`config.mk`:
```
export PLATFORM = sky130hd
export DESIGN_NAME = enclave_key_request_derivation
export DESIGN_NICKNAME = d
export VERILOG_FILES = /design/src/key_derive_pkg.sv /design/src/enclave_key_request_derivation.sv
export VERILOG_INCLUDE_DIRS = /design/src
export SDC_FILE = /design/constraint.sdc
export NUM_CORES = 1
export LEC_CHECK = 0
export BUFFER_PORTS_ARGS = -buffer_cell sky130_fd_sc_hd__buf_2
export CAP_MARGIN = 20
export CELL_PAD_IN_SITES_DETAIL_PLACEMENT = 1
export CELL_PAD_IN_SITES_GLOBAL_PLACEMENT = 1
export CORE_MARGIN = 2
export CORE_UTILIZATION = 29
export DETAILED_ROUTE_END_ITERATION = 16
export PLACE_DENSITY_LB_ADDON = 0.1
export SLEW_MARGIN = 15
export SYNTH_ARGS = -nofsm -noshare
export SYNTH_HDL_FRONTEND = slang
export SYNTH_SLANG_ARGS = --single-unit
```
`constraint.sdc`:
```
create_clock -name clk -period 51.7 [get_ports clk]
set_input_delay 7.755 -clock clk [delete_from_list [all_inputs] [get_ports clk]]
set_output_delay 7.755 -clock clk [all_outputs]
set_load 0.005 [all_outputs]
```
`src/key_derive_params.svh`:
```
// Constants for the enclave key request derivation block.
`ifndef KEY_DERIVE_PARAMS_SVH
`define KEY_DERIVE_PARAMS_SVH

`define LEAF_KEY_RETRIEVAL  32'h0000_0004
`define OFS_LEAF_SELECT     8'h00
`define OFS_ISSUE           8'h04
`define OFS_REQUEST_PTR     8'h08
`define OFS_OUTPUT_PTR      8'h0C
`define OFS_STATUS          8'h10
`define OFS_FLAGS           8'h14
`define OFS_KEY_TYPE        8'h18
`define OFS_REQ_PLAT_VER    8'h1C
`define OFS_REQ_SW_VER      8'h20
`define OFS_ATTR_MASK       8'h24
`define OFS_KEY_IDENT       8'h28
`define OFS_POLICY          8'h2C
`define OFS_KEY_W0          8'h30
`define REQ_ALIGN_MASK      32'h0000_007F
`define OUT_ALIGN_MASK      32'h0000_000F
`define KEY_LAUNCH          4'h0
`define KEY_PROVISION       4'h1
`define KEY_PROV_SEAL       4'h2
`define KEY_REPORT          4'h3
`define KEY_SEAL            4'h4
`define ATTR_LAUNCH_BIT     5
`define ATTR_PROVISION_BIT  4
`define ERR_UNAUTHORIZED    32'h0000_0001
`define ERR_PLAT_VERSION    32'h0000_0002
`define ERR_SW_VERSION      32'h0000_0003
`define ERR_UNSUPPORTED     32'h0000_0004
`define FIELD_WORDS         7'h0C
`define PAD_WORDS           7'h58
`define PAD_LOW_WORD        32'hFFFF_0100
`define PAD_FILL_WORD       32'hFFFF_FFFF
`define PAD_PREFIX          160'h2004000501020403650148866009060D30313000
`define PAD_PREFIX_IDX      7'h53

`endif

```
`src/key_derive_pkg.sv`:
```
// Types for the enclave key request derivation block.
package key_derive_pkg;

	typedef enum logic [1:0] {
		ST_IDLE  = 2'b00,
		ST_CHECK = 2'b01,
		ST_MIX   = 2'b10,
		ST_OUT   = 2'b11
	} phase_e;

	typedef struct packed {
		phase_e       phase;
		logic [31:0]  leaf;
		logic [31:0]  req_ptr;
		logic [31:0]  out_ptr;
		logic [31:0]  status;
		logic [5:0]   arith_flags;
		logic         gp_fault;
		logic [3:0]   key_type;
		logic [31:0]  req_plat_ver;
		logic [15:0]  req_sw_ver;
		logic [31:0]  attr_mask;
		logic [31:0]  key_ident;
		logic [1:0]   policy;
		logic [6:0]   idx;
		logic [127:0] acc;
		logic [127:0] key;
		logic         key_wr;
		logic         fault_pulse;
		logic [31:0]  rdata;
	} state_s;

endpackage

```
`src/enclave_key_request_derivation.sv`:
```
// Key retrieval leaf: request checks, derivation data assembly and key output.
`timescale 1ns/10ps
`include "key_derive_params.svh"

module enclave_key_request_derivation
	import key_derive_pkg::*;
(
	input  wire logic         clk,
	input  wire logic         rst,
	input  wire logic [7:0]   addr,
	input  wire logic [31:0]  wdata,
	input  wire logic         wr_stb,
	input  wire logic         rd_stb,
	output logic [31:0]       rdata,
	input  wire logic         in_enclave,
	input  wire logic [31:0]  encl_attr,
	input  wire logic [31:0]  encl_misc,
	input  wire logic [15:0]  encl_sw_version,
	input  wire logic [31:0]  plat_version,
	input  wire logic [31:0]  encl_meas,
	input  wire logic [31:0]  signer_meas,
	input  wire logic [31:0]  owner_epoch,
	input  wire logic [15:0]  product_id,
	input  wire logic [31:0]  random_word,
	input  wire logic [127:0] device_secret,
	output logic              key_wr_valid,
	output logic [31:0]       key_wr_addr,
	output logic [127:0]      key_wr_data,
	output logic              gp_fault_pulse,
	output logic              busy
);

	state_s s_q;
	state_s s_d;

	// Key type values the hardware knows.
	function automatic logic supported(input logic [3:0] t);
		supported = (t == `KEY_LAUNCH) || (t == `KEY_PROVISION) ||
			(t == `KEY_PROV_SEAL) || (t == `KEY_REPORT) || (t == `KEY_SEAL);
	endfunction

	// Word i of the fixed padding constant, lowest word first.
	function automatic logic [31:0] pad_word(input logic [6:0] i);
		logic [159:0] pre;
		logic [6:0]   k;
		pre = `PAD_PREFIX;
		k = i - `PAD_PREFIX_IDX;
		if (i == 7'h00) begin
			pad_word = `PAD_LOW_WORD;
		end else if (i < `PAD_PREFIX_IDX) begin
			pad_word = `PAD_FILL_WORD;
		end else begin
			pad_word = pre[{k[2:0], 5'b00000} +: 32];
		end
	endfunction

	// Stand-in mixing step; the real primitive is outside this block.
	function automatic logic [127:0] mix(input logic [127:0] a, input logic [31:0] w);
		logic [127:0] r;
		r = {a[114:0], a[127:115]};
		mix = r ^ {a[31:0] ^ w, ~w, w, a[127:96] ^ {w[15:0], w[31:16]}};
	endfunction

	logic        uses_req;
	logic        is_report;
	logic        is_prov;
	logic        include_epoch;
	logic        authorized;
	logic        need_pad;
	logic [31:0] field;
	logic [31:0] req_attr;
	logic [6:0]  last_idx;

	// Derivation field selection per key type.
	always_comb begin
		is_report = (s_q.key_type == `KEY_REPORT);
		is_prov = (s_q.key_type == `KEY_PROVISION) || (s_q.key_type == `KEY_PROV_SEAL);
		uses_req = !is_report;
		include_epoch = (s_q.key_type != `KEY_PROVISION);
		need_pad = is_report;
		last_idx = need_pad ? (`FIELD_WORDS + `PAD_WORDS - 7'h01) : (`FIELD_WORDS - 7'h01);
		req_attr = s_q.attr_mask & encl_attr;
		case (s_q.key_type)
			`KEY_LAUNCH: authorized = encl_attr[`ATTR_LAUNCH_BIT];
			`KEY_PROVISION: authorized = encl_attr[`ATTR_PROVISION_BIT];
			`KEY_PROV_SEAL: authorized = encl_attr[`ATTR_PROVISION_BIT];
			default: authorized = 1'b1;
		endcase
		field = 32'h0000_0000;
		case (s_q.idx)
			7'h00: field = {28'h0000000, s_q.key_type};
			7'h01: field = uses_req ? req_attr : encl_attr;
			7'h02: field = encl_misc;
			7'h03: field = include_epoch ? owner_epoch : 32'h0000_0000;
			7'h04: field = uses_req ? s_q.req_plat_ver : plat_version;
			7'h05: field = uses_req ? {16'h0000, s_q.req_sw_ver} : 32'h0000_0000;
			7'h06: field = is_report ? 32'h0000_0000 : {16'h0000, product_id};
			7'h07: begin
				if (is_report) begin
					field = encl_meas;
				end else if (s_q.key_type == `KEY_SEAL && s_q.policy[0]) begin
					field = encl_meas;
				end else begin
					field = 32'h0000_0000;
				end
			end
			7'h08: begin
				if (is_prov) begin
					field = signer_meas;
				end else if (s_q.key_type == `KEY_SEAL && s_q.policy[1]) begin
					field = signer_meas;
				end else begin
					field = 32'h0000_0000;
				end
			end
			7'h09: field = is_prov ? random_word : s_q.key_ident;
			7'h0A: field = uses_req ? s_q.attr_mask : 32'h0000_0000;
			7'h0B: field = s_q.leaf;
			default: field = pad_word(s_q.idx - `FIELD_WORDS);
		endcase
	end

	always_comb begin
		s_d = s_q;
		s_d.key_wr = 1'b0;
		s_d.fault_pulse = 1'b0;
		s_d.rdata = 32'h0000_0000;

		// Request fields may only change while no request is in flight.
		if (wr_stb && s_q.phase == ST_IDLE) begin
			case (addr)
				`OFS_LEAF_SELECT: s_d.leaf = wdata;
				`OFS_REQUEST_PTR: s_d.req_ptr = wdata;
				`OFS_OUTPUT_PTR: s_d.out_ptr = wdata;
				`OFS_KEY_TYPE: s_d.key_type = wdata[3:0];
				`OFS_REQ_PLAT_VER: s_d.req_plat_ver = wdata;
				`OFS_REQ_SW_VER: s_d.req_sw_ver = wdata[15:0];
				`OFS_ATTR_MASK: s_d.attr_mask = wdata;
				`OFS_KEY_IDENT: s_d.key_ident = wdata;
				`OFS_POLICY: s_d.policy = wdata[1:0];
				`OFS_ISSUE: begin
					if (s_q.leaf == `LEAF_KEY_RETRIEVAL) begin
						if (!in_enclave) begin
							s_d.gp_fault = 1'b1;
							s_d.fault_pulse = 1'b1;
						end else if ((s_q.req_ptr & `REQ_ALIGN_MASK) != 32'h0000_0000 ||
							(s_q.out_ptr & `OUT_ALIGN_MASK) != 32'h0000_0000) begin
							s_d.gp_fault = 1'b1;
							s_d.fault_pulse = 1'b1;
						end else begin
							s_d.gp_fault = 1'b0;
							s_d.phase = ST_CHECK;
						end
					end
				end
				default: begin
				end
			endcase
		end

		if (rd_stb) begin
			case (addr)
				`OFS_LEAF_SELECT: s_d.rdata = s_q.leaf;
				`OFS_REQUEST_PTR: s_d.rdata = s_q.req_ptr;
				`OFS_OUTPUT_PTR: s_d.rdata = s_q.out_ptr;
				`OFS_STATUS: s_d.rdata = s_q.status;
				`OFS_FLAGS: s_d.rdata = {24'h000000, s_q.phase != ST_IDLE, s_q.gp_fault,
					s_q.arith_flags};
				`OFS_KEY_TYPE: s_d.rdata = {28'h0000000, s_q.key_type};
				`OFS_REQ_PLAT_VER: s_d.rdata = s_q.req_plat_ver;
				`OFS_REQ_SW_VER: s_d.rdata = {16'h0000, s_q.req_sw_ver};
				`OFS_ATTR_MASK: s_d.rdata = s_q.attr_mask;
				`OFS_KEY_IDENT: s_d.rdata = s_q.key_ident;
				`OFS_POLICY: s_d.rdata = {30'h00000000, s_q.policy};
				`OFS_KEY_W0: s_d.rdata = s_q.key[31:0];
				`OFS_KEY_W0 + 8'h04: s_d.rdata = s_q.key[63:32];
				`OFS_KEY_W0 + 8'h08: s_d.rdata = s_q.key[95:64];
				`OFS_KEY_W0 + 8'h0C: s_d.rdata = s_q.key[127:96];
				default: s_d.rdata = 32'h0000_0000;
			endcase
		end

		case (s_q.phase)
			ST_IDLE: begin
			end
			ST_CHECK: begin
				// Fixed order; only the first failing check is reported.
				s_d.phase = ST_IDLE;
				s_d.arith_flags = 6'b000001;
				if (!supported(s_q.key_type)) begin
					s_d.status = `ERR_UNSUPPORTED;
				end else if (!authorized) begin
					s_d.status = `ERR_UNAUTHORIZED;
				end else if (uses_req && s_q.req_plat_ver > plat_version) begin
					s_d.status = `ERR_PLAT_VERSION;
				end else if (uses_req && s_q.req_sw_ver > encl_sw_version) begin
					s_d.status = `ERR_SW_VERSION;
				end else begin
					s_d.arith_flags = 6'b000000;
					s_d.phase = ST_MIX;
					s_d.idx = 7'h00;
					s_d.acc = device_secret;
				end
			end
			ST_MIX: begin
				s_d.acc = mix(s_q.acc, field);
				s_d.idx = s_q.idx + 7'h01;
				if (s_q.idx == last_idx) begin
					s_d.phase = ST_OUT;
				end
			end
			ST_OUT: begin
				s_d.key = s_q.acc;
				s_d.key_wr = 1'b1;
				s_d.status = 32'h0000_0000;
				s_d.arith_flags = 6'b000000;
				s_d.phase = ST_IDLE;
			end
			default: s_d.phase = ST_IDLE;
		endcase
	end

	always_ff @(posedge clk or posedge rst) begin
		if (rst) begin
			s_q <= '0;
		end else begin
			s_q <= s_d;
		end
	end

	// Zero flag sits in bit 0; the other five flags follow it.
	assign rdata = s_q.rdata;
	assign key_wr_valid = s_q.key_wr;
	assign key_wr_addr = s_q.out_ptr;
	assign key_wr_data = s_q.key;
	assign gp_fault_pulse = s_q.fault_pulse;
	assign busy = (s_q.phase != ST_IDLE);

endmodule

```
-- Word-level counts from Yosys, hierarchy flattened
Index checks and enable logic that the tools add are counted.
- register bits: 552
- add/subtract/negate cells: 3
- $lt $le $gt $ge: 3
- equality and inequality tests: 41
- shift operators: 1
- multiplexer cells: 52
- bitwise logic cells: 5
- reductions and logical operators: 35
- operators by type and width (kind ; count):
    $mux W32 ; 19
    $mux W135 ; 4
    $pmux W32 S15 ; 1
    $pmux W32 S12 ; 1
    $pmux W135 S2 ; 1
    $shiftx A160 B9 Y32 const A ; 1
    $xor A128 B128 Y128 ; 1
    $mux W98 ; 1
    $pmux W38 S2 ; 1
    $eq A8 B6 Y1 const B ; 8
    $reduce_bool A32 Y1 ; 2
    $xor A32 B32 Y32 ; 2
    $and A32 B32 Y32 ; 1
    $eq A32 B3 Y1 const B ; 1
    $eq A8 B5 Y1 const B ; 4
    $gt A32 B32 Y1 ; 1
    $mux W16 ; 2
    $not A32 Y32 ; 1
    $eq A7 B3 Y1 const B ; 4
    $eq A7 B4 Y1 const B ; 4
    $reduce_and A2 Y1 ; 10
    $mux W2 ; 9
    $eq A8 B4 Y1 const B ; 2
    $gt A16 B16 Y1 ; 1
    31 further kinds ; 58

-- Depth between registers and ports, before layout
Gate-level depths: netlist (run 1).
- depth in word-level cells: 9
- gate-level depth with buffers: 13

-- Worst setup path before layout (run 1)
Ideal clock, no wire load.
- path kind: input to register
- from: input port plat_version[25]
- to: register s_q[169] in the netlist's numbering
- setup time: 0.141 ns
- arrival time: 10.028 ns
- slack: 41.531 ns
- stages on the path: 12
- path buffers: 2
- cells stage by stage: inv_1 > ha_1 > a21o_1 > nand3_1 > a21oi_1 > or4_1 > a22o_1 > or3_1 > buf_2 > clkbuf_1 > nand2_1 > a31oi_1
- word-level cells in the longest chain between the ends: 4
- RTL lines (item ; line ; RTL):
    start: declaration ; enclave_key_request_derivation.sv:19 ; input wire logic [31:0] plat_version,
    $gt A32 B32 Y1 ; enclave_key_request_derivation.sv:194 ; end else if (uses_req && s_q.req_plat_ver > plat_version) begin
    $logic_and A1 B1 Y1 ; enclave_key_request_derivation.sv:194 ;
    $ne A2 B2 Y1 (no source line) ; -- ;
    $reduce_and A5 Y1 (no source line) ; -- ;
    end signal: assignment ; enclave_key_request_derivation.sv:225 ; s_q <= '0;
    end signal: assignment ; enclave_key_request_derivation.sv:227 ; s_q <= s_d;
    end: declaration ; enclave_key_request_derivation.sv:33 ; state_s s_q;
Every way passes these cells.
A chain may end at the register's enable or synchronous reset.

-- Worst setup path after layout (run 1)
- from: input port plat_version[27]
- to: register s_q[257] in the netlist's numbering
Same word-level chain as after synthesis.

==> results of run 1 <==
-- placed cells by master (no fill, tap or decap), drive strengths merged, types with 15 or more instances in the layout --
master	n
o22ai	19
nand2	243
nor2	102
clkinv	15
buf	679
ha	60
inv	63
xnor2	132
xor2	64
nand3	16
dfrtp	518
nand4	16
a221oi	45
a21oi	158
a222oi	86
mux2i	79
mux2	353
a22oi	119
a22o	33
clkbuf	87
a31oi	57
o21ai	33
a41oi	25
-- synthesized netlist by cell type, types with 6 or more instances --
cell type	n
o22ai_1	19
buf_2	43
nor3_1	7
xnor2_1	132
a21oi_1	157
mux2i_1	79
dfrtp_1	518
a41oi_1	16
a222oi_1	86
ha_1	60
a221oi_1	45
a21o_1	9
a22oi_1	118
a31oi_1	52
nor2b_1	6
nor4_1	12
buf_4	203
nand4_1	16
o21ai_0	29
xor2_1	64
inv_1	58
and3_1	6
nor2_1	102
nand3_1	16
and2_1	11
mux2_2	353
a41oi_4	7
clkbuf_1	95
a22o_1	33
buf_1	28
a211oi_1	11
nand2_1	243
-- layout make-up --
| cell class | instances | area (µm²) | share of cell area (%) |
|---|---|---|---|
| clock buffers | 87 | 1770 | 5.07 |
| inverters | 61 | 239 | 0.683 |
| repair buffers | 679 | 3570 | 10.2 |
| multi-input cells | 1802 | 14500 | 41.5 |
| well taps | 1368 | 1710 | 4.89 |
| clock inverters | 22 | 174 | 0.497 |
| flip-flops and latches | 518 | 13000 | 37.1 |
| diodes | 6 | 15.0 | 0.0429 |
-- kinds of logic (layout without fill, tap and decap cells) --
group / after synthesis / after routing / synth area share [%]
multiplexers: 432 / 432 / 16.0
buffers and inverters: 433 / 849 / 8.25
AND/OR/NAND/NOR: 450 / 450 / 6.75
other: 0 / 6 / 0
XOR/XNOR: 196 / 196 / 5.75
flip-flops: 518 / 518 / 43.4
adder cells (fa/ha/maj): 60 / 60 / 2.51
AO/OA/AOI/OAI: 664 / 664 / 17.4
-- per-stage QoR --
| stage | hold WS [ns] | utilization (%) |
|---|---|---|
| 3_5_place_dp | 0.467 | 32.3 |
| 2_1_floorplan | 0.449 | - |
| 3_3_place_gp | 0.470 | 32.3 |
| 4_1_cts | 0.483 | 34.3 |
| 5_1_grt | 0.506 | 34.3 |
| 6_report | 0.484 | 34.3 |
-- worst max-delay path: stages --
cell and delay (ns):
buf_2 0.09, inv_1 0.05, ha_1 0.31, nand4_1 0.18, nor4_1 0.76, buf_4 0.25, a21oi_1 0.07, and2_1 0.19
a22o_1 0.28, nor3_4 0.19, buf_4 0.69, buf_4 0.84, a21oi_1 0.23, a22oi_1 0.24
-- worst paths after layout --
kind                            end              from  slack, ns
max                        s_q[257]  plat_version[27]      40.04
min                        s_q[415]          s_q[415]       0.48
max reg2reg                s_q[257]          s_q[404]      46.74
min reg2reg                s_q[415]          s_q[415]       0.48
max in group asynchronous  s_q[350]               rst      41.56
min in group asynchronous  s_q[168]               rst       7.20
-- where the power goes --
| part | internal [W] | switching [W] |
|---|---|---|
| sequential | 0.000512 | 0.000248 |
| combinational | 0.000194 | 0.000170 |
| clock | 0.000242 | 0.000190 |
-- registers in the layout (all words and copies together), names as in the netlist, named ones only --
register,flops
key_wr_addr,32
s_q,323
key_wr_data,128
key_wr_valid,1
rdata,32
gp_fault_pulse,1
-- per-layer routing --
layer  global-route usage (%)  wire length, µm  vias up  part of all wire [%]
li1                         -                -    10763                     -
met1                     42.1            72700    13890                    42
met2                     52.3            81100     1279                    47
met3                     6.01            12600      210                   7.3
met4                     10.3             6300        6                   3.6
met5                        0               38        -                 0.022
==> results.ini, run 1 <==
[floorplanning]
boundaryPins=624
num_rows=117
dieWidth_um=325
dieArea_mm2=0.106
fp.dieH_um=325
core_mm2=0.102
start_util_pct=29.3

[synthesis]
yosys-top-cells-area=dfrtp_1 (43%), mux2_2 (13%), buf_4 (5.1%)
synth_top_area_share_pct=43.4
ys.flop_type=dfrtp_1
yosysTopAreaCell=dfrtp_1
synth_edf_count=0
syn_area_per_cell_um2=10.8
synth_nets=3242
yosysUniqueCellTypes=81
synth_seq_cells=518
syn-cell-area_mm2=0.0299
ys_async_sr_fraction_pct=100
yosysSeqAreaShare_pct=43.4
yosysWarnings=0
syn_inst=2753

[worst_setup_path]
arrival_ns=12.22
crit_path_start_kind=primary input
crit_path_end_kind=register
crit_type=primary input to register
r2r_cells=12
cp.required_ns=52.26
cp_max_fo=65

[sta]
setup_viol=0
period_minus_slack_ns=11.66
hold_viol_final=0
rsz0062_at_grt=false
fmax_mhz=85.7
tightest_slew_ns=1.17
fin_crit_sh_pct=22.6
finalMaxSlewViolations=0
fin_tns_setup_ns=0
fin_worst_skew_ns=0.0232
setup_ws_ns=40.04
relSlewSlack_pct=22.3

[placement]
hpwl_um=133000
portBuffers=623
place_inst=4425
place_ws_ns=39.38
placed_cell_area_mm2=0.0330
place_congestion=0.947

[cts]
cts_buffers=60
clockBufferDepth=3
root_buffer=clkbuf_16
postCtsResizedCells=0
cts_setup_buffers=0
holdBufCountCts=0
clk_latency_ns=0.66
cts_max_level=2
numClockSinks=518
cts_tree=built
clk_transition_reported_paths_ns=0.06

[grt]
grt_pass1_wl_um=235000
grt_pass1_vias=26971
overflow=0
antenna_found_initial=11
gr-usage-all-layers_pct=31.8
grt_max_degree=107

[finish]
nets=3611
areaGrowthSynthToFinish_pct=17.1
fillerInstances=11491
stdcell_area_mm2=0.0350
layout.cells.non_filler=4543
drive_gt1_share_pct=37.5

[detailed_routing]
wl_um=173000
drc=0
vias_per_cell=5.76
first_pass_iters=8
ant_nets=0
vias=26148
drtIter0Drc=2977
wl_per_cell_um=38.0

[worst_hold_path]
min_delay_path_depth=1
hold_path.class=register to register

[power]
peakVddDrop_mv=0.0285
power.total_w=0.00156
p_leak_nw=15.7
powerDensity_mw_per_mm2=44.5

[run_status]
status=finished, final reports clean

[flow_run]
drv_cap=0

Power figures use the tool's default switching activity.
==> run 2: changes to the inputs <==
ABC_AREA = 1   (was unset)
clock period = 10 ns   (was 51.7 ns; I/O delays follow)
==> run 2 against run 1 <==
Power increased to 3.4 times the previous value. Wire length increased by 11%. Utilization decreased by 0.28 points. Non-clock buffer count decreased by 2. Register-to-register slack got worse by 42 ns. Sequential power increased to 2.9 times the previous value. Largest cell class unchanged. Combinational power increased by 30%. Worst hold slack improved by 0.0013 ns. Synthesized area increased by 9.6%.
==> results.ini, run 2 <==
[cts]
cts_setup_buffers=0
clockBufferDepth=3
root_buffer=clkbuf_16
cts_buffers=69
clk_latency_ns=0.64
holdBufCountCts=0
postCtsResizedCells=0
clk_transition_reported_paths_ns=0.06
cts_tree=built
numClockSinks=518
cts_max_level=3

[synthesis]
yosysMostFrequentCell=nand2_1
synth_nets=5300
yosysTopAreaCell=dfrtp_1
ys.flop_type=dfrtp_1
ys_async_sr_fraction_pct=100
yosys-top-cells-count=nand2_1 (1871), dfrtp_1 (518), nand3_1 (503)
synthMuxAreaShare_pct=0
yosysWarnings=0
syn-cell-area_mm2=0.0327
synth_top_area_share_pct=39.6
synth_compound_area_share_pct=9.45
synth_top_family_by_area=simple AND/OR/NAND/NOR gates
syn_inst=4811
synth_edf_count=0
yosys.area_share.adder_pct=2.29
synthXorXnorAreaFrac_pct=1.82
yosysSeqAreaShare_pct=39.6
syn_area_per_cell_um2=6.80
yosys-top-cells-area=dfrtp_1 (40%), nand2_1 (21%), nand3_1 (7.7%)
yosysUniqueCellTypes=46
synth_seq_cells=518
synthSimpleGateAreaFrac_pct=33.9

[sta]
rsz0062_at_grt=false
relSlewSlack_pct=21.5
fin_tns_setup_ns=0
setup_viol=0
fmax_mhz=196
finalMaxSlewViolations=0
tightest_slew_ns=1.18
period_minus_slack_ns=5.10
hold_viol_final=0
fin_crit_sh_pct=51.0
fin_worst_skew_ns=0.0227

[worst_setup_path]
crit_path_start_kind=register
timing.rr.end=s_q[270]
crit_path_end=s_q[270]
crit_type=register to register
cp_slowest_cell=buf_4
rrSetupSlack_ns=4.90
path_cells=nand2_2 > buf_4 > inv_1 > nand2_4 > inv_2 > buf_4 > nor2_1 > a21oi_1 > nand2_1 > nand2_1 > o21ai_4 > buf_4 > buf_4 > nand2_1 > nand2_1
crit_path_end_kind=register
cpPeakStageDelay_ns=0.86
cp_max_fo=78
cp.required_ns=10.57
r2r_start=s_q[412]
arrival_ns=5.66
cp-startpoint=s_q[412]
r2r_cells=15

[detailed_routing]
wl_per_cell_um=28.6
vias_per_cell=5.18
drc=0
vias=34668
first_pass_iters=5
drtIter0Drc=2959
wl_um=191000
ant_nets=0

[finish]
regMostFlops=s_q
largest_reg_flops=323
fillerInstances=14257
multi_input_area_mm2=0.0157
nets=5627
areaGrowthSynthToFinish_pct=16.7
final_common_cell=nand2_1
layout_common_cells=nand2_1 (1861), buf_2 (623), dfrtp_1 (518), nand3_1 (502), inv_1 (477)
seqCellArea_mm2=0.0130
drive_gt1_share_pct=16.2
layout.cells.non_filler=6692
utilization_pct=34.0

[floorplanning]
start_util_pct=29.2
dieWidth_um=340
dieArea_mm2=0.116
boundaryPins=624
fp.dieH_um=340
num_rows=123
core_mm2=0.112

[placement]
place_congestion=0.904
place_inst=6566
hpwl_um=148000
portBuffers=623

[power]
peakVddDrop_mv=0.105
powerDensity_mw_per_mm2=137
power.total_w=0.00525
p_leak_nw=21.1

[grt]
grt_pass1_vias=34779
grt_pass1_wl_um=267000
overflow=0
grt-busiest-layer=met2
met2_usage_pct=53.9
antenna_found_initial=8
grtUsageMet1_pct=43.1
gr-usage-all-layers_pct=32.4
grt_max_degree=151
met3_usage_pct=5.38

[worst_hold_path]
hold_path.class=register to register
hp-start=s_q[549]

[run_status]
status=finished, final reports clean

[flow_run]
drv_cap=0

==> run 2: worst max-delay path: cells and delay by family, from the launching register on <==
| family | cells | cell delay, ns |
|---|---|---|
| buffers and inverters | 6 | 2.60 |
| and+or+nand+nor | 7 | 1.58 |
| DFF | 1 | 0.46 |
| AOI/OAI and AO/OA | 2 | 0.25 |
==> run 2: area by class of cell <==
cell class / instances / share of cell area [%]
Inverter: 487 / 4.80
Clock buffer: 107 / 5.45
Sequential cell: 518 / 33.9
Clock inverter: 15 / 0.514
Antenna cell: 3 / 0.0197
Timing Repair Buffer: 677 / 9.31
Tap cell: 1500 / 4.91
Multi-Input combinational cell: 3385 / 41.1
==> run 2: cell families after synthesis <==
| kind of cell | Yosys count |
|---|---|
| AND/OR/NAND/NOR | 2711 |
| buffers and inverters | 908 |
| AO/OA/AOI/OAI | 547 |
| flip-flops | 518 |
| XOR/XNOR | 67 |
| adder cells (fa/ha/maj) | 60 |
==> run 2: worst min-delay path by stage <==
| stage | endpoint | cells after the start | slack (ns) |
|---|---|---|---|
| floorplan | s_q[511] | 2 | 0.45 |
| global placement | s_q[313] | 2 | 0.46 |
| detailed placement | s_q[493] | 2 | 0.47 |
| CTS | s_q[302] | 2 | 0.49 |
| global route | s_q[546] | 2 | 0.51 |
| finish | s_q[549] | 2 | 0.49 |
==> run 2: metrics by stage <==
stage | setup slack, ns | hold WS, ns | area (µm²)
global placement | 4.68 | 0.465 | 35900
finish | 4.90 | 0.485 | 38200
global route | 4.72 | 0.507 | 38200
floorplan | 1.46 | 0.446 | 32700
CTS | 4.99 | 0.487 | 38200
detailed placement | 4.56 | 0.473 | 35900
==> run 2: where the power goes <==
part / internal (W) / switching (W) / leakage (nW)
Combinational: 0.000150 / 0.000324 / 12.8
Clock: 0.00153 / 0.00105 / 1.12
Sequential: 0.00214 / 0.0000547 / 7.16
Total: 0.00383 / 0.00142 / 21.1
==> run 2: metal layers <==
layer,wire length [µm],vias up
met4,6200,0
li1,-,15775
met2,90500,1207
met3,11800,233
met1,82800,17453
met5,0,-
